**src/hw/tpg_pkg.sv**
```systemverilog
// How it works
// RQ1: Port 2 pull-up bit high connects that pin's pull-up, low removes it.
// RQ2: Port 2 mode bit 7 high gives pin 7 to the buzzer, else GPIO.
// RQ3: Port 2 mode bit 4 high gives pin 2 to the PDM output, else GPIO.
// RQ4: Port 2 mode bits 3-2 pick interrupt 1 trigger: fall, rise, any change.
// RQ5: Port 2 mode bits 1-0 pick interrupt 0 trigger: fall, rise, any change.
// RQ6: Port 3 data keeps only bits 3-0; upper bits are absent.
// RQ7: Port 3 direction bit low makes an input, high an output.
// RQ8: Port 3 pull-up bit high connects the pull-up, low removes it.
// RQ9: Port 3 mode bit 4 enables the programmable counter.
// RQ10: Port 3 mode bits 3-2 pick pin 1 interrupt trigger.
// RQ11: Port 3 mode bits 1-0 pick pin 0 interrupt trigger.
// RQ12: Open-drain bits 4 and 3 make port 2 pins open drain; reset high.
// RQ13: Port 1 direction sets each of its eight pins separately.
// RQ14: Port 1 select high passes the digital input to reads, else analog only.
// RQ15: A data register write latches the byte into the output flops until rewritten.
// RQ16: A pulled-up port 1 input with nothing driving it reads one.
// RQ17: Software clears direction, may set pull-up, then reads port 1 data.
// RQ18: Software enables the analog regulator before using the analog inputs.
// RQ19: Port 1 direction, pull-up and select read zero after reset.
// RQ20: Port 2 direction bit low makes an input, high an output.
// RQ21: Port 1 select bit low means analog channel, high digital channel.
// RQ22: Absent register bits ignore writes and read zero.
`default_nettype none
package tpg_pkg;
    localparam int ADDR_W = 8;
    localparam int DATA_W = 32;
    localparam logic [5:0] IDX_P1_DATA = 6'h20;
    localparam logic [5:0] IDX_P1_DIR = 6'h21;
    localparam logic [5:0] IDX_P1_PU = 6'h22;
    localparam logic [5:0] IDX_P1_SEL = 6'h23;
    localparam logic [5:0] IDX_P2_DATA = 6'h24;
    localparam logic [5:0] IDX_P2_DIR = 6'h25;
    localparam logic [5:0] IDX_P2_PU = 6'h26;
    localparam logic [5:0] IDX_P2_MODE = 6'h27;
    localparam logic [5:0] IDX_P3_DATA = 6'h28;
    localparam logic [5:0] IDX_P3_DIR = 6'h29;
    localparam logic [5:0] IDX_P3_PU = 6'h2a;
    localparam logic [5:0] IDX_P3_MODE = 6'h2b;
    localparam logic [5:0] IDX_P2_OD = 6'h37;
    localparam logic [1:0] RESP_OKAY = 2'h0;
    localparam logic [1:0] RESP_SLVERR = 2'h2;
    localparam logic [7:0] REG_RESET = 8'h00;
    localparam logic [7:0] OD_RESET = 8'h18;
    localparam logic [7:0] OD_MASK = 8'h18;
    localparam logic [7:0] P3_MASK = 8'h0f;
    localparam logic [7:0] MODE2_MASK = 8'h9f;
    localparam logic [7:0] MODE3_MASK = 8'h1f;
    localparam logic [23:0] RD_PAD = 24'h000000;
    localparam int BZ_BIT = 7;
    localparam int PDM_BIT = 4;
    localparam int PC_BIT = 4;
    localparam int TRIG_HI_LSB = 2;
    localparam int TRIG_LO_LSB = 0;
    localparam int BZ_PIN = 7;
    localparam int PDM_PIN = 2;
    localparam int OD_LO_PIN = 3;
    localparam int OD_HI_PIN = 4;
    typedef enum logic [1:0] {
        TRIG_FALL = 2'b00,
        TRIG_RISE = 2'b01,
        TRIG_ANY = 2'b10,
        TRIG_ANY_ALT = 2'b11
    } tpg_trig_t;
endpackage
`default_nettype wire

```
**src/hw/tpg_gpio.sv**
```systemverilog
`timescale 1ns/10ps
`default_nettype none
module tpg_gpio (
    input wire logic ref_clk,
    input wire logic reset,
    input wire logic [tpg_pkg::ADDR_W-1:0] s_axi_awaddr,
    input wire logic s_axi_awvalid,
    output logic s_axi_awready,
    input wire logic [tpg_pkg::DATA_W-1:0] s_axi_wdata,
    input wire logic [3:0] s_axi_wstrb,
    input wire logic s_axi_wvalid,
    output logic s_axi_wready,
    output logic [1:0] s_axi_bresp,
    output logic s_axi_bvalid,
    input wire logic s_axi_bready,
    input wire logic [tpg_pkg::ADDR_W-1:0] s_axi_araddr,
    input wire logic s_axi_arvalid,
    output logic s_axi_arready,
    output logic [tpg_pkg::DATA_W-1:0] s_axi_rdata,
    output logic [1:0] s_axi_rresp,
    output logic s_axi_rvalid,
    input wire logic s_axi_rready,
    input wire logic [7:0] p1_in,
    output logic [7:0] p1_out,
    output logic [7:0] p1_oe,
    output logic [7:0] p1_pullup_en,
    output logic [7:0] p1_analog_en,
    input wire logic [7:0] p2_in,
    output logic [7:0] p2_out,
    output logic [7:0] p2_oe,
    output logic [7:0] p2_pullup_en,
    input wire logic [3:0] p3_in,
    output logic [3:0] p3_out,
    output logic [3:0] p3_oe,
    output logic [3:0] p3_pullup_en,
    input wire logic buzzer_in,
    input wire logic pdm_in,
    output logic pdm_output_enable,
    output logic prog_counter_enable,
    output logic [3:0] ext_irq_event
);
    import tpg_pkg::*;

    // ****************************************
    // Register bus.
    // ****************************************
    logic [7:0] port1_data, port1_direction;
    logic [7:0] port1_pullup, port1_analog_select;
    logic [7:0] port2_data, port2_direction;
    logic [7:0] port2_pullup, port2_mode;
    logic [7:0] port3_data, port3_direction;
    logic [7:0] port3_pullup, port3_mode;
    logic [7:0] port2_open_drain;
    logic aw_held, w_held;
    logic [5:0] wr_idx;
    logic [7:0] wd;
    logic wr_lane;
    logic do_wr, wr_en;
    logic [7:0] rd_byte;
    logic rd_ok;
    logic ar_fire;
    logic [7:0] p1_s1, p1_s2, p2_s1, p2_s2;
    logic [3:0] p3_s1, p3_s2;
    logic [3:0] irq_prev;
    logic [2:0] sync_fill;
    logic [7:0] next_p2_out, next_p2_oe;

    function automatic logic mapped(input logic [5:0] idx);
        mapped = (idx >= IDX_P1_DATA && idx <= IDX_P3_MODE) || idx == IDX_P2_OD;
    endfunction

    function automatic logic trig(input logic [1:0] m, input logic prev, input logic cur);
        unique case (m)
            TRIG_FALL: trig = prev & ~cur;
            TRIG_RISE: trig = ~prev & cur;
            TRIG_ANY: trig = prev ^ cur;
            TRIG_ANY_ALT: trig = prev ^ cur;
        endcase
    endfunction

    // Address and data are taken in either order; a write waits for both.
    assign s_axi_awready = ~aw_held & ~s_axi_bvalid;
    assign s_axi_wready = ~w_held & ~s_axi_bvalid;
    assign do_wr = aw_held & w_held & ~s_axi_bvalid;
    assign wr_en = do_wr & wr_lane;
    assign s_axi_arready = ~s_axi_rvalid;
    assign ar_fire = s_axi_arvalid & s_axi_arready;

    always_ff @(posedge ref_clk or posedge reset) begin
        if (reset) begin
            aw_held <= 1'b0;
            w_held <= 1'b0;
            wr_idx <= 6'h00;
            wd <= REG_RESET;
            wr_lane <= 1'b0;
            s_axi_bvalid <= 1'b0;
            s_axi_bresp <= RESP_OKAY;
        end else begin
            if (s_axi_awvalid && s_axi_awready) begin
                aw_held <= 1'b1;
                wr_idx <= s_axi_awaddr[7:2];
            end
            if (s_axi_wvalid && s_axi_wready) begin
                w_held <= 1'b1;
                wd <= s_axi_wdata[7:0];
                wr_lane <= s_axi_wstrb[0];
            end
            if (do_wr) begin
                aw_held <= 1'b0;
                w_held <= 1'b0;
                s_axi_bvalid <= 1'b1;
                s_axi_bresp <= mapped(wr_idx) ? RESP_OKAY : RESP_SLVERR;
            end else if (s_axi_bready) begin
                s_axi_bvalid <= 1'b0;
            end
        end
    end

    // Input pins of port 1 read through the select gate; output pins read the latch.
    always_comb begin
        rd_byte = REG_RESET;
        rd_ok = 1'b1;
        case (s_axi_araddr[7:2])
            IDX_P1_DATA: rd_byte = (port1_direction & port1_data)
                | (~port1_direction & p1_s2 & port1_analog_select); // RQ14 RQ21
            IDX_P1_DIR: rd_byte = port1_direction;
            IDX_P1_PU: rd_byte = port1_pullup;
            IDX_P1_SEL: rd_byte = port1_analog_select;
            IDX_P2_DATA: rd_byte = (port2_direction & port2_data) | (~port2_direction & p2_s2);
            IDX_P2_DIR: rd_byte = port2_direction;
            IDX_P2_PU: rd_byte = port2_pullup;
            IDX_P2_MODE: rd_byte = port2_mode;
            IDX_P3_DATA: rd_byte = P3_MASK & ((port3_direction & port3_data)
                | (~port3_direction & {4'h0, p3_s2})); // RQ6
            IDX_P3_DIR: rd_byte = port3_direction;
            IDX_P3_PU: rd_byte = port3_pullup;
            IDX_P3_MODE: rd_byte = port3_mode;
            IDX_P2_OD: rd_byte = port2_open_drain;
            default: rd_ok = 1'b0;
        endcase
    end

    always_ff @(posedge ref_clk or posedge reset) begin
        if (reset) begin
            s_axi_rvalid <= 1'b0;
            s_axi_rdata <= {RD_PAD, REG_RESET};
            s_axi_rresp <= RESP_OKAY;
        end else if (ar_fire) begin
            s_axi_rvalid <= 1'b1;
            s_axi_rdata <= {RD_PAD, rd_byte};
            s_axi_rresp <= rd_ok ? RESP_OKAY : RESP_SLVERR;
        end else if (s_axi_rready) begin
            s_axi_rvalid <= 1'b0;
        end
    end

    // ****************************************
    // Control registers.
    // ****************************************
    // The data latches are cleared too, so no unknown ever reaches a pin.
    always_ff @(posedge ref_clk or posedge reset) begin
        if (reset) begin
            port1_data <= REG_RESET;
            port1_direction <= REG_RESET; // RQ19
            port1_pullup <= REG_RESET; // RQ19
            port1_analog_select <= REG_RESET; // RQ19
            port2_data <= REG_RESET;
            port2_direction <= REG_RESET;
            port2_pullup <= REG_RESET;
            port2_mode <= REG_RESET;
            port3_data <= REG_RESET;
            port3_direction <= REG_RESET;
            port3_pullup <= REG_RESET;
            port3_mode <= REG_RESET;
            port2_open_drain <= OD_RESET; // RQ12
        end else if (wr_en) begin
            case (wr_idx)
                IDX_P1_DATA: port1_data <= wd; // RQ15
                IDX_P1_DIR: port1_direction <= wd; // RQ13
                IDX_P1_PU: port1_pullup <= wd;
                IDX_P1_SEL: port1_analog_select <= wd;
                IDX_P2_DATA: port2_data <= wd; // RQ15
                IDX_P2_DIR: port2_direction <= wd;
                IDX_P2_PU: port2_pullup <= wd;
                IDX_P2_MODE: port2_mode <= wd & MODE2_MASK; // RQ22
                IDX_P3_DATA: port3_data <= wd & P3_MASK; // RQ6 RQ15
                IDX_P3_DIR: port3_direction <= wd & P3_MASK; // RQ22
                IDX_P3_PU: port3_pullup <= wd & P3_MASK; // RQ22
                IDX_P3_MODE: port3_mode <= wd & MODE3_MASK; // RQ22
                IDX_P2_OD: port2_open_drain <= wd & OD_MASK; // RQ22
                default: ;
            endcase
        end
    end

    // ****************************************
    // Pins.
    // ****************************************
    assign p1_out = port1_data; // RQ15
    assign p1_oe = port1_direction; // RQ13
    assign p1_pullup_en = port1_pullup; // RQ16
    assign p1_analog_en = ~port1_analog_select; // RQ21
    assign p2_pullup_en = port2_pullup; // RQ1
    assign p3_out = port3_data[3:0];
    assign p3_oe = port3_direction[3:0]; // RQ7
    assign p3_pullup_en = port3_pullup[3:0]; // RQ8
    assign pdm_output_enable = port2_mode[PDM_BIT]; // RQ3
    assign prog_counter_enable = port3_mode[PC_BIT]; // RQ9

    // An open-drain pin only ever pulls low; a one leaves it to the pull-up.
    always_comb begin
        next_p2_out = port2_data;
        next_p2_oe = port2_direction; // RQ20
        for (int i = OD_LO_PIN; i <= OD_HI_PIN; i++) begin
            if (port2_open_drain[i]) begin
                next_p2_out[i] = 1'b0; // RQ12
                next_p2_oe[i] = port2_direction[i] & ~port2_data[i]; // RQ12
            end
        end
        if (port2_mode[PDM_BIT]) begin
            next_p2_out[PDM_PIN] = pdm_in; // RQ3
            next_p2_oe[PDM_PIN] = 1'b1; // RQ3
        end
        if (port2_mode[BZ_BIT]) begin
            next_p2_out[BZ_PIN] = buzzer_in; // RQ2
            next_p2_oe[BZ_PIN] = 1'b1; // RQ2
        end
    end

    always_ff @(posedge ref_clk or posedge reset) begin
        if (reset) begin
            p2_out <= REG_RESET;
            p2_oe <= REG_RESET;
        end else begin
            p2_out <= next_p2_out;
            p2_oe <= next_p2_oe;
        end
    end

    // ****************************************
    // Input sampling and interrupt triggers.
    // ****************************************
    always_ff @(posedge ref_clk or posedge reset) begin
        if (reset) begin
            p1_s1 <= REG_RESET;
            p1_s2 <= REG_RESET;
            p2_s1 <= REG_RESET;
            p2_s2 <= REG_RESET;
            p3_s1 <= 4'h0;
            p3_s2 <= 4'h0;
        end else begin
            p1_s1 <= p1_in;
            p1_s2 <= p1_s1;
            p2_s1 <= p2_in;
            p2_s2 <= p2_s1;
            p3_s1 <= p3_in;
            p3_s2 <= p3_s1;
        end
    end

    // The sync stages wake up at zero, so a pin idling high would fake an edge.
    // Detection therefore waits until the stages and the previous-value flops hold real pin levels.
    always_ff @(posedge ref_clk or posedge reset) begin
        if (reset) begin
            sync_fill <= 3'h0;
        end else begin
            sync_fill <= {sync_fill[1:0], 1'b1};
        end
    end

    // Edges are seen on the second sync stage, so an event lags the pin by three cycles.
    always_ff @(posedge ref_clk or posedge reset) begin
        if (reset) begin
            irq_prev <= 4'h0;
            ext_irq_event <= 4'h0;
        end else begin
            irq_prev <= {p3_s2[1:0], p2_s2[1:0]};
            ext_irq_event[0] <= sync_fill[2] & trig(port2_mode[TRIG_LO_LSB+:2], irq_prev[0], p2_s2[0]); // RQ5
            ext_irq_event[1] <= sync_fill[2] & trig(port2_mode[TRIG_HI_LSB+:2], irq_prev[1], p2_s2[1]); // RQ4
            ext_irq_event[2] <= sync_fill[2] & trig(port3_mode[TRIG_LO_LSB+:2], irq_prev[2], p3_s2[0]); // RQ11
            ext_irq_event[3] <= sync_fill[2] & trig(port3_mode[TRIG_HI_LSB+:2], irq_prev[3], p3_s2[1]); // RQ10
        end
    end
endmodule
`default_nettype wire

```
**config.mk**
```make
export PLATFORM = sky130hd
export DESIGN_NAME = tpg_gpio
export DESIGN_NICKNAME = d
export VERILOG_FILES = /design/src/hw/tpg_pkg.sv /design/src/hw/tpg_gpio.sv
export SDC_FILE = /design/constraint.sdc
export NUM_CORES = 1
export LEC_CHECK = 0
export ABC_CLOCK_PERIOD_IN_PS = 13950
export BUFFER_PORTS_ARGS = -buffer_cell sky130_fd_sc_hd__clkbuf_2
export CORE_MARGIN = 5
export CORE_UTILIZATION = 45
export DETAILED_ROUTE_END_ITERATION = 10
export PLACE_DENSITY = 0.81
export SLEW_MARGIN = 20
export SYNTH_ARGS = -nofsm -noshare
export SYNTH_HDL_FRONTEND = slang
export SYNTH_SLANG_ARGS = --single-unit
```
**constraint.sdc**
```tcl
create_clock -name ref_clk -period 13.95 [get_ports ref_clk]
set_input_delay 0.6975 -clock ref_clk [delete_from_list [all_inputs] [get_ports ref_clk]]
set_output_delay 0.6975 -clock ref_clk [all_outputs]
set_load 0.02 [all_outputs]
```
==> flow_summary.json, run 1 <==
{
  "status": "completed",
  "wire_per_inst_microns": 20.20,
  "grt_overflow": 0,
  "synth-edff-count": 0,
  "cp.arrival_ns": 2.73,
  "finClkSkew_ns": 0.009755,
  "final_nets": 794,
  "yosys_most_used_dff": "dfrtp_1",
  "critical_path.top_delay_family": "compound AO/OA/AOI/OAI gates",
  "startpoint_type": "input pin",
  "fin_setup_tns_ns": 0,
  "clkPwrFrac_pct": 27.9,
  "hold_buffers": 0,
  "critPathMaxStageDelay_ns": 0.66,
  "fin_crit_sh_pct": 17.46,
  "hp-start": "p1_s1[3]$_DFF_PP0_",
  "ys_seq_area_share_pct": 60.15,
  "power.leakage_nw": 4.342,
  "finalHoldViolCount": 0,
  "postPlaceCellArea_sq_mm": 0.008168,
  "io_pins": 196,
  "criticalPathCategory": "in -> reg",
  "end_kind": "flip-flop",
  "cts_setup_buffers": 0,
  "place_congestion": 0.8773,
  "die_x_microns": 138.0,
  "crit_required_ns": 14.24,
  "period_needed_ns": 2.436,
  "final_area_sq_mm": 0.008721,
  "clkLatencyLatePin_ns": 0.43,
  "numCtsBuffers": 17,
  "synth.distinct_cells": 56,
  "power_switching_mw": 0.5700,
  "num_vias": 4975,
  "utilization_pct": 54.50,
  "slew_violations": 0,
  "grt_pass1_wl_microns": 29070,
  "finalSetupViolCount": 0,
  "place.detailed.hpwl_microns": 13410,
  "p_int_mw": 1.026,
  "dieArea_sq_mm": 0.01903,
  "combPwrFrac_pct": 24.0,
  "worstHoldEndpoint": "p1_s2[3]$_DFF_PP0_",
  "crit_chain": "clkbuf_2 -> nor2_1 -> nand2_1 -> o21ai_0 -> a2111oi_0 -> a31oi_1",
  "hold_class": "reg -> reg",
  "clock-sinks": 177,
  "slew_headroom_pct": 35.92,
  "slowest_stage": "clkbuf_2",
  "maxCapViolCount": 0,
  "cts_tree": "built",
  "grt_util_all_layers_pct": 20.64,
  "drt-pass1-iter-count": 5,
  "synth_seq_cells": 177,
  "path_max_fanout": 41,
  "worst_pin_slew_ns": 0.9532,
  "synth_area_leaders": "dfrtp_1 (59%), mux2_2 (16%), buf_4 (2.6%)",
  "yosysTopAreaCellShare_pct": 59.43,
  "core_area_sq_mm": 0.01600,
  "reg2reg_to": "p1_oe[3]$_DFFE_PP0P_",
  "clk_pin_slew_worst_paths_ns": 0.07,
  "routed_via_density": 5.327,
  "dp_cells": 902,
  "powerDensity_mw_per_mm2": 183.0,
  "worstRegToRegCells": 5,
  "r2r_slack_ns": 11.61,
  "fmax_mhz": 410.5,
  "rows": 46,
  "clk_path_buf_depth": 2,
  "drcViolationCount": 0,
  "ir_drop_uv": 100.7,
  "root_buffer": "clkbuf_16",
  "htreeDepth": 4,
  "synthArstFlopShare_pct": 100.0,
  "rr_startpoint": "s_axi_bvalid$_DFFE_PP0P_",
  "synthCells": 568,
  "antenna_found_initial": 0,
  "die_h_microns": 138.0,
  "area_delta_synth_final_pct": 18.36,
  "ctsResizeCount": 0,
  "ys_warn_count": 0,
  "fin_cells": 934,
  "num_antenna_cells": 0,
  "synth_area_sq_mm": 0.007368,
  "grt_start_max_net_pins": 93,
  "start_util_pct": 46.05,
  "synth_top_area_cell": "dfrtp_1",
  "rsz0062_at_grt": "no",
  "worstPathBufferInverterCount": 1,
  "first_iter_violations": 346,
  "antenna_left": 0,
  "avgSynthCellArea_sq_um": 12.97,
  "finalWirelength_microns": 18870,
  "drive_gt1_share_pct": 41.78,
  "pwr-share-seq_pct": 48.1,
  "p_sw_share_pct": 35.71,
  "whs_path_depth": 0,
  "io_buffers": 138,
  "grt_pass1_vias": 5091
}
power by group through the flow:
stage | clock (mW) | sequential, mW | combinational (mW)
floorplan | 0 | 0.789 | 0.214
global placement | 0 | 0.765 | 0.379
detailed placement | 0 | 0.773 | 0.386
CTS | 0.455 | 0.764 | 0.389
global route | 0.475 | 0.786 | 0.420
finish | 0.445 | 0.768 | 0.383
worst max-delay path by stage:
stage	endpoint	cells after the start	slack (ns)	start
after detailed placement	s_axi_rdata[2]$_DFFE_PP0P_	6	11.15	s_axi_araddr[2]
after global placement	s_axi_rdata[2]$_DFFE_PP0P_	6	11.25	s_axi_araddr[2]
after floorplan	aw_held$_DFFE_PP0P_	1	8.45	reset
after global routing	port2_data[7]$_DFFE_PP0P_	5	11.48	s_axi_bvalid$_DFFE_PP0P_
after CTS	s_axi_rdata[2]$_DFFE_PP0P_	6	11.60	s_axi_araddr[2]
final	s_axi_rdata[2]$_DFFE_PP0P_	6	11.51	s_axi_araddr[2]
synth_stat cells (all sizes together) (3+ instances only):
cell	count
inv	22
mux2	105
nor2	25
nor4b	4
nor2b	6
nand3b	4
mux2i	4
nor4	4
o211ai	9
nand2b	6
or2	3
dfrtp	175
nand4	3
nand3	11
a31oi	6
a22oi	6
nand2	36
o211a	4
a221oi	3
clkbuf	18
buf	29
o21ai	21
nor3	5
ha	8
and3	5
a21oi	11
cell families after synthesis:
family / count (synthesis) / share of synthesized area (%)
adder cells (fa/ha/maj): 8 / 1.359
buffers and inverters: 69 / 4.856
flip-flops: 177 / 60.15
multiplexers: 110 / 16.90
AO/OA/AOI/OAI: 82 / 7.556
other: 2 / 0.1019
AND/OR/NAND/NOR: 120 / 9.085
area by class of cell:
| type | instances | area, sq um |
|---|---|---|
| clock buffer | 17 | 425.4 |
| tap | 216 | 270.3 |
| fill | 1360 | 7279 |
| inverter | 22 | 87.58 |
| multi-input combinational | 347 | 2673 |
| sequential | 177 | 4432 |
| clock inverter | 15 | 123.9 |
| timing repair buffer | 140 | 709.4 |
sequential cells by signal (all words and copies together) (netlist names), 5 cells and up:
signal	cells
p1_oe	8
p1_out	8
p1_pullup_en	8
p1_s1	8
p1_s2	8
p2_oe	8
p2_out	8
p2_pullup_en	8
p2_s1	8
p2_s2	8
port1_analog_select	8
port2_data	8
port2_direction	8
s_axi_rdata	8
wd	8
port2_mode	6
wr_idx	6
port3_mode	5
metrics by stage:
stage               power (mW)  hold WS [ns]  worst slack (ns)
finish                   1.596        0.3449             11.51
global route             1.681        0.3468             11.48
CTS                      1.607        0.3485             11.60
detailed placement       1.158        0.3347             11.15
global placement         1.144        0.3311             11.25
floorplan                1.003        0.3312             8.454
cell usage in the layout, fill, tap and decap left out, types with 3 or more instances in the layout:
| master | count |
|---|---|
| inv_6 | 7 |
| clkbuf_16 | 17 |
| nand3_1 | 11 |
| nor2_1 | 19 |
| mux2i_1 | 4 |
| o21ai_0 | 21 |
| a221oi_1 | 3 |
| and3_1 | 5 |
| nand4_1 | 3 |
| a31oi_1 | 6 |
| nor2_2 | 6 |
| clkbuf_2 | 138 |
| nor2b_1 | 6 |
| o211a_1 | 4 |
| mux2_2 | 105 |
| o211ai_1 | 9 |
| nor3_1 | 3 |
| nand2_1 | 36 |
| clkinv_4 | 3 |
| nor4b_1 | 3 |
| inv_1 | 21 |
| ha_1 | 8 |
| nand2b_1 | 6 |
| nor4_1 | 3 |
| conb_1 | 27 |
| a22oi_1 | 6 |
| a21oi_1 | 11 |
| clkinv_2 | 3 |
| dfrtp_1 | 175 |
| or2_2 | 3 |
routing by layer:
metal | up-vias | wire length [microns] | GRT usage [%]
met4 | 0 | 379 | 6.531
met5 | - | 0 | 0
met2 | 245 | 8541 | 31.64
met3 | 33 | 2024 | 7.729
li1 | 2243 | - | -
met1 | 2454 | 7924 | 27.40
No activity file was read; power rests on OpenSTA's default activity.
==> run 2: changes to the inputs <==
Settings changed: ABC_AREA set to 1, ABC_CLOCK_PERIOD_IN_PS 13950 to 2000, PLACE_DENSITY 0.81 to 0.84.
Clock period 13.95 ns to 2 ns, I/O delays scaled along.
==> run 2 against run 1 <==
Routed wire length increased by 4.1%. Cell area increased by 6.6%. Non-clock buffer count increased by 49. Critical path depth increased by 2. Synthesized cell count increased by 41%. Global-route usage increased by 0.57 points. First-iteration DRC count increased by 50%.
==> flow_summary.json, run 2 <==
{
  "postPlaceCellArea_sq_mm": 0.008315,
  "final_cell_mix": "nand2_1 (262), dfrtp_1 (175), clkbuf_2 (138)",
  "clock-sinks": 177,
  "dieArea_sq_mm": 0.01915,
  "die_x_microns": 138.4,
  "period_needed_ns": 1.824,
  "ys_seq_area_share_pct": 59.75,
  "yosysMostFrequentCell": "nand2_1",
  "critical_path.top_delay_family": "simple AND/OR/NAND/NOR gates",
  "final_nets": 1079,
  "startpoint_type": "flip-flop",
  "clk_pin_slew_worst_paths_ns": 0.07,
  "final_area_sq_mm": 0.009296,
  "final_common_cell": "nand2_1",
  "powerDensity_mw_per_mm2": 1272,
  "ir_drop_uv": 691.0,
  "drive_gt1_share_pct": 22.43,
  "grt_overflow": 0,
  "synth.distinct_cells": 32,
  "fmax_mhz": 548.1,
  "place.detailed.hpwl_microns": 14440,
  "crit_chain": "inv_2 -> nand3_4 -> nor2_4 -> nand2_4 -> nor3_4 -> nand2_4 -> nand2_1 -> o21ai_1",
  "fin_setup_tns_ns": 0,
  "grt_pass1_vias": 5930,
  "slowest_stage": "dfrtp_1",
  "finalSetupViolCount": 0,
  "synth_commonest_cells": "nand2_1 (264), dfrtp_1 (175), nor2_1 (69)",
  "numCtsBuffers": 17,
  "critPathMaxStageDelay_ns": 0.41,
  "clkLatencyLatePin_ns": 0.43,
  "wire_per_inst_microns": 16.05,
  "start_util_pct": 45.37,
  "ys_warn_count": 0,
  "routed_via_density": 4.888,
  "synth_seq_cells": 177,
  "hold_class": "in -> reg",
  "synthArstFlopShare_pct": 100.0,
  "r2r_slack_ns": 0.18,
  "fin_crit_sh_pct": 91.22,
  "htreeDepth": 4,
  "yosys_most_used_dff": "dfrtp_1",
  "finalWirelength_microns": 19650,
  "worst_pin_slew_ns": 0.6080,
  "num_vias": 5983,
  "synth_area_leaders": "dfrtp_1 (59%), nand2_1 (13%), o21ai_0 (4.5%)",
  "synth_area_sq_mm": 0.007417,
  "path_max_fanout": 16,
  "cpMostUsedCell": "nand2_4",
  "detailedPlace.worstSlack_ns": 0.2198,
  "grt_pass1_wl_microns": 32160,
  "avgSynthCellArea_sq_um": 9.283,
  "grt_start_max_net_pins": 67,
  "place_congestion": 0.9426,
  "worstPathBufferInverterCount": 1,
  "end_kind": "flip-flop",
  "finalHoldViolCount": 0,
  "drt-pass1-iter-count": 5,
  "root_buffer": "clkbuf_16",
  "antenna_found_initial": 1,
  "cts_setup_buffers": 0,
  "rsz0062_at_grt": "no",
  "antenna_left": 0,
  "finalWorstSetupSlack_ns": 0.1755,
  "utilization_pct": 56.87,
  "area_delta_synth_final_pct": 25.34,
  "io_buffers": 138,
  "status": "completed",
  "die_h_microns": 138.4,
  "criticalPathCategory": "reg -> reg",
  "synth_top_area_cell": "dfrtp_1",
  "hold_slack_ns": 0.1244,
  "first_iter_violations": 518,
  "core_area_sq_mm": 0.01635,
  "grt_util_all_layers_pct": 21.22,
  "finClkSkew_ns": 0.009261,
  "power.leakage_nw": 4.902,
  "cp.arrival_ns": 2.12,
  "slew_violations": 0,
  "drcViolationCount": 0,
  "rows": 47,
  "clk_path_buf_depth": 2,
  "maxCapViolCount": 0,
  "cts_tree": "built",
  "yosysTopAreaCellShare_pct": 59.04,
  "io_pins": 196,
  "synth-edff-count": 0,
  "slew_headroom_pct": 59.37,
  "crit_required_ns": 2.30,
  "synthCells": 799
}
-- run 2: changes by cell type after synthesis, moves of 8 or more --
| cell | delta |
|---|---|
| nor2_1 | +50 |
| nand2_1 | +228 |
| o21ai_2 | +17 |
| mux2_2 | -96 |
| nand3_1 | +12 |
| o21ai_1 | +15 |
| o21ai_0 | +46 |
| inv_1 | +38 |
| o211ai_1 | -8 |
-- run 2: through the flow --
stage	cells	total power, mW
3_3_place_gp	1151	8.414
3_5_place_dp	1151	8.577
2_1_floorplan	824	7.291
5_1_grt	1224	12.47
6_report	1224	11.83
4_1_cts	1223	11.86
-- run 2: path summary, 6_finish.rpt --
path | startpoint | end | cells past startpoint
max | s_axi_bvalid$_DFFE_PP0P_ | p1_pullup_en[5]$_DFFE_PP0P_ | 8
min | s_axi_araddr[5] | s_axi_rresp[1]$_DFFE_PP0P_ | 3
max reg2reg | s_axi_bvalid$_DFFE_PP0P_ | p1_pullup_en[5]$_DFFE_PP0P_ | 8
min reg2reg | p2_s1[5]$_DFF_PP0_ | p2_s2[5]$_DFF_PP0_ | 0
max in group asynchronous | reset | p2_s2[1]$_DFF_PP0_ | 4
min in group asynchronous | reset | p2_out[6]$_DFF_PP0_ | 3
-- run 2: cell type report --
| type | count | area [sq um] |
|---|---|---|
| Fill cell | 1426 | 7052 |
| Sequential cell | 177 | 4432 |
| Multi-Input combinational cell | 544 | 2570 |
| Timing Repair Buffer | 189 | 1211 |
| Clock buffer | 21 | 470.5 |
| Tap cell | 220 | 275.3 |
| Inverter | 61 | 232.7 |
| Clock inverter | 11 | 102.6 |
| Antenna cell | 1 | 2.502 |
-- run 2: worst register-to-register path: cells and delay by family (launching register included) --
family	cells	cell delay, ns
flip-flops	1	0.41
AND/OR/NAND/NOR	6	1.10
AO/OA/AOI/OAI	1	0.09
buffers and inverters	1	0.09
-- run 2: where the power goes --
part           internal, mW  switching, mW
clock network          1.82           1.37
logic                  1.04           2.31
registers              4.50          0.785
-- run 2: cell families (layout without fill, tap and decap cells) --
kind of cell | after synthesis | after routing | synth area share (%)
AO/OA/AOI/OAI | 125 | 125 | 9.733
adder cells (fa/ha/maj) | 8 | 8 | 1.350
buffers and inverters | 103 | 282 | 6.933
flip-flops | 177 | 177 | 59.75
multiplexers | 9 | 9 | 1.366
other | 2 | 28 | 0.1013
AND/OR/NAND/NOR | 375 | 375 | 20.77
-- run 2: repair_timing --
action                     in CTS  in global routing
gates resized for setup         0                  2
hold buffers                   40                  0
setup endpoints to repair       0                  4
hold endpoints to repair       53                  0
-- run 2: per-layer routing --
metal	GRT usage (%)	share of wire (%)	wire length (microns)
met5	0	0	0
met4	8.216	3.2	621
met3	6.423	8.1	1586
met2	33.76	47	9270
met1	27.47	42	8167
==> run 3: changes to the inputs <==
Settings changed: CORE_UTILIZATION 45 to 48, PLACE_DENSITY 0.84 to 0.88.
==> run 3 against run 2 <==
First-iteration DRC count shrank 6.6%. Cell area is 0.18% lower. Maximum frequency down 1.8%. Worst hold slack got worse by 0.028 ns. Non-clock buffer count increased by 1. Critical path depth stayed put. Combinational power shrank 2%. Utilization rose by 4.2 points. Global-route usage increased by 1.1 points. Count of clock-buffer cells in the layout decreased by 3. Sequential power is essentially flat. Largest cell class unchanged. Highest routed layer unchanged.
==> flow_summary.json, run 3 (synthesized netlist as in run 2, its figures left out) <==
{
  "worst_pin_slew_ns": 0.5934,
  "finalWirelength_microns": 19420,
  "rows": 45,
  "clk_pin_slew_worst_paths_ns": 0.07,
  "ctsResizeCount": 0,
  "cts_setup_buffers": 0,
  "criticalPathCategory": "reg -> reg",
  "maxCapViolCount": 0,
  "power_switching_mw": 4.463,
  "r2r_slack_ns": 0.14,
  "pwr-share-seq_pct": 44.2,
  "clkPwrFrac_pct": 28.4,
  "fmax_mhz": 538.5,
  "die_h_microns": 134.3,
  "io_buffers": 138,
  "routed_via_density": 5.002,
  "power_mw": 11.98,
  "root_buffer": "clkbuf_16",
  "period_needed_ns": 1.857,
  "met1_length_microns": 8516,
  "final_common_cell": "nand2_1",
  "slowest_stage": "dfrtp_1",
  "rsz0062_at_grt": "no",
  "grt_pass1_wl_microns": 31110,
  "hold_class": "in -> reg",
  "drt-pass1-iter-count": 5,
  "grt_pass1_vias": 5790,
  "antenna_found_initial": 0,
  "n_fill_cell": 1281,
  "slew_headroom_pct": 60.39,
  "cts_tree": "built",
  "whs_path_depth": 4,
  "worstPathBufferInverterCount": 1,
  "startpoint_type": "flip-flop",
  "cpMostUsedCell": "nand2_1",
  "place_congestion": 0.9166,
  "crit_chain": "inv_2 -> nand3_4 -> nor2_4 -> nand2_4 -> nor2_1 -> nand2_1 -> nand2_1 -> o21ai_0",
  "crit_required_ns": 2.29,
  "finClkSkew_ns": 0.01009,
  "final_nets": 1080,
  "dieArea_sq_mm": 0.01804,
  "htreeDepth": 4,
  "place.detailed.hpwl_microns": 14290,
  "top_layer": "met4",
  "critPathMaxStageDelay_ns": 0.42,
  "first_iter_violations": 484,
  "start_util_pct": 48.79,
  "hold_slack_ns": 0.09633,
  "hold_buffers": 40,
  "powerDensity_mw_per_mm2": 1291,
  "num_vias": 5962,
  "antenna_left": 0,
  "drive_gt1_share_pct": 22.31,
  "die_x_microns": 134.3,
  "reg2reg_to": "port3_mode[2]$_DFFE_PP0P_",
  "end_kind": "flip-flop",
  "slew_violations": 0,
  "clock-sinks": 177,
  "status": "completed",
  "p_sw_share_pct": 37.25,
  "hp-start": "s_axi_arvalid",
  "numCtsBuffers": 17,
  "cp.arrival_ns": 2.15,
  "combPwrFrac_pct": 27.4,
  "io_pins": 196,
  "finalSetupViolCount": 0,
  "core_area_sq_mm": 0.01520,
  "drcViolationCount": 0,
  "p_int_mw": 7.519,
  "path_max_fanout": 10,
  "wire_per_inst_microns": 16.29,
  "worstHoldEndpoint": "s_axi_rvalid$_DFFE_PP0P_",
  "power.leakage_nw": 4.910,
  "worstRegToRegCells": 8,
  "grt_start_max_net_pins": 95,
  "num_antenna_cells": 0,
  "rr_startpoint": "s_axi_bvalid$_DFFE_PP0P_",
  "finalHoldViolCount": 0,
  "area_delta_synth_final_pct": 25.12,
  "final_cell_mix": "nand2_1 (264), dfrtp_1 (175), clkbuf_2 (138)",
  "grt_overflow": 0,
  "clkLatencyLatePin_ns": 0.44,
  "ir_drop_uv": 703.8,
  "fin_crit_sh_pct": 92.86,
  "grt_util_all_layers_pct": 22.36,
  "wl_met3_microns": 1398,
  "clk_path_buf_depth": 2,
  "wl_met2_microns": 8869,
  "critical_path.top_delay_family": "simple AND/OR/NAND/NOR gates"
}
## run 3: power by group through the flow
stage | Clock, mW | Sequential (mW) | Combinational (mW)
floorplan | 0 | 5.74 | 1.56
global placement | 0 | 5.26 | 3.13
detailed placement | 0 | 5.33 | 3.22
CTS | 3.45 | 5.27 | 3.30
global route | 3.60 | 5.42 | 3.61
finish | 3.40 | 5.29 | 3.28
## run 3: worst min-delay path, stage by stage
cell and delay, ns:
clkbuf_2 0.08, nand2_1 0.06, buf_4 0.17, o21ai_0 0.08
## run 3: final cells by class
| class | instances | area [sq um] | area share, % |
|---|---|---|---|
| clock inverter | 14 | 180.2 | 1.941 |
| inverter | 61 | 232.7 | 2.508 |
| multi-input combinational | 544 | 2565 | 27.64 |
| tap | 188 | 235.2 | 2.535 |
| timing repair buffer | 190 | 1206 | 13.00 |
| clock buffer | 18 | 429.2 | 4.625 |
| sequential | 177 | 4432 | 47.76 |
## run 3: worst max path at each step
stage	start	endpoint	depth (start not counted)
2_1_floorplan	reset	aw_held$_DFFE_PP0P_	1
3_3_place_gp	s_axi_bvalid$_DFFE_PP0P_	p1_pullup_en[2]$_DFFE_PP0P_	8
3_5_place_dp	s_axi_bvalid$_DFFE_PP0P_	port3_mode[2]$_DFFE_PP0P_	8
4_1_cts	s_axi_bvalid$_DFFE_PP0P_	port3_mode[2]$_DFFE_PP0P_	8
5_1_grt	s_axi_bvalid$_DFFE_PP0P_	port3_mode[2]$_DFFE_PP0P_	7
6_report	s_axi_bvalid$_DFFE_PP0P_	port3_mode[2]$_DFFE_PP0P_	8
## run 3: per-layer routing
layer	up-vias	global-route usage, %
li1	2888	-
met1	2800	30.60
met2	227	34.92
met3	47	5.289
met4	0	8.484
met5	-	0
## run 3: per-stage QoR
step | utilization [%] | cells | instance area, sq um | TNS [ns] | setup WS (ns)
after floorplan | - | 824 | 7515 | -63.87 | -0.3650
after global placement | 54.40 | 1120 | 8270 | 0 | 0.3049
after detailed placement | 54.40 | 1120 | 8270 | 0 | 0.2226
after CTS | 61.05 | 1192 | 9280 | 0 | 0.1889
after global routing | 61.05 | 1192 | 9280 | 0 | 0.01610
final | 61.05 | 1192 | 9280 | 0 | 0.1429
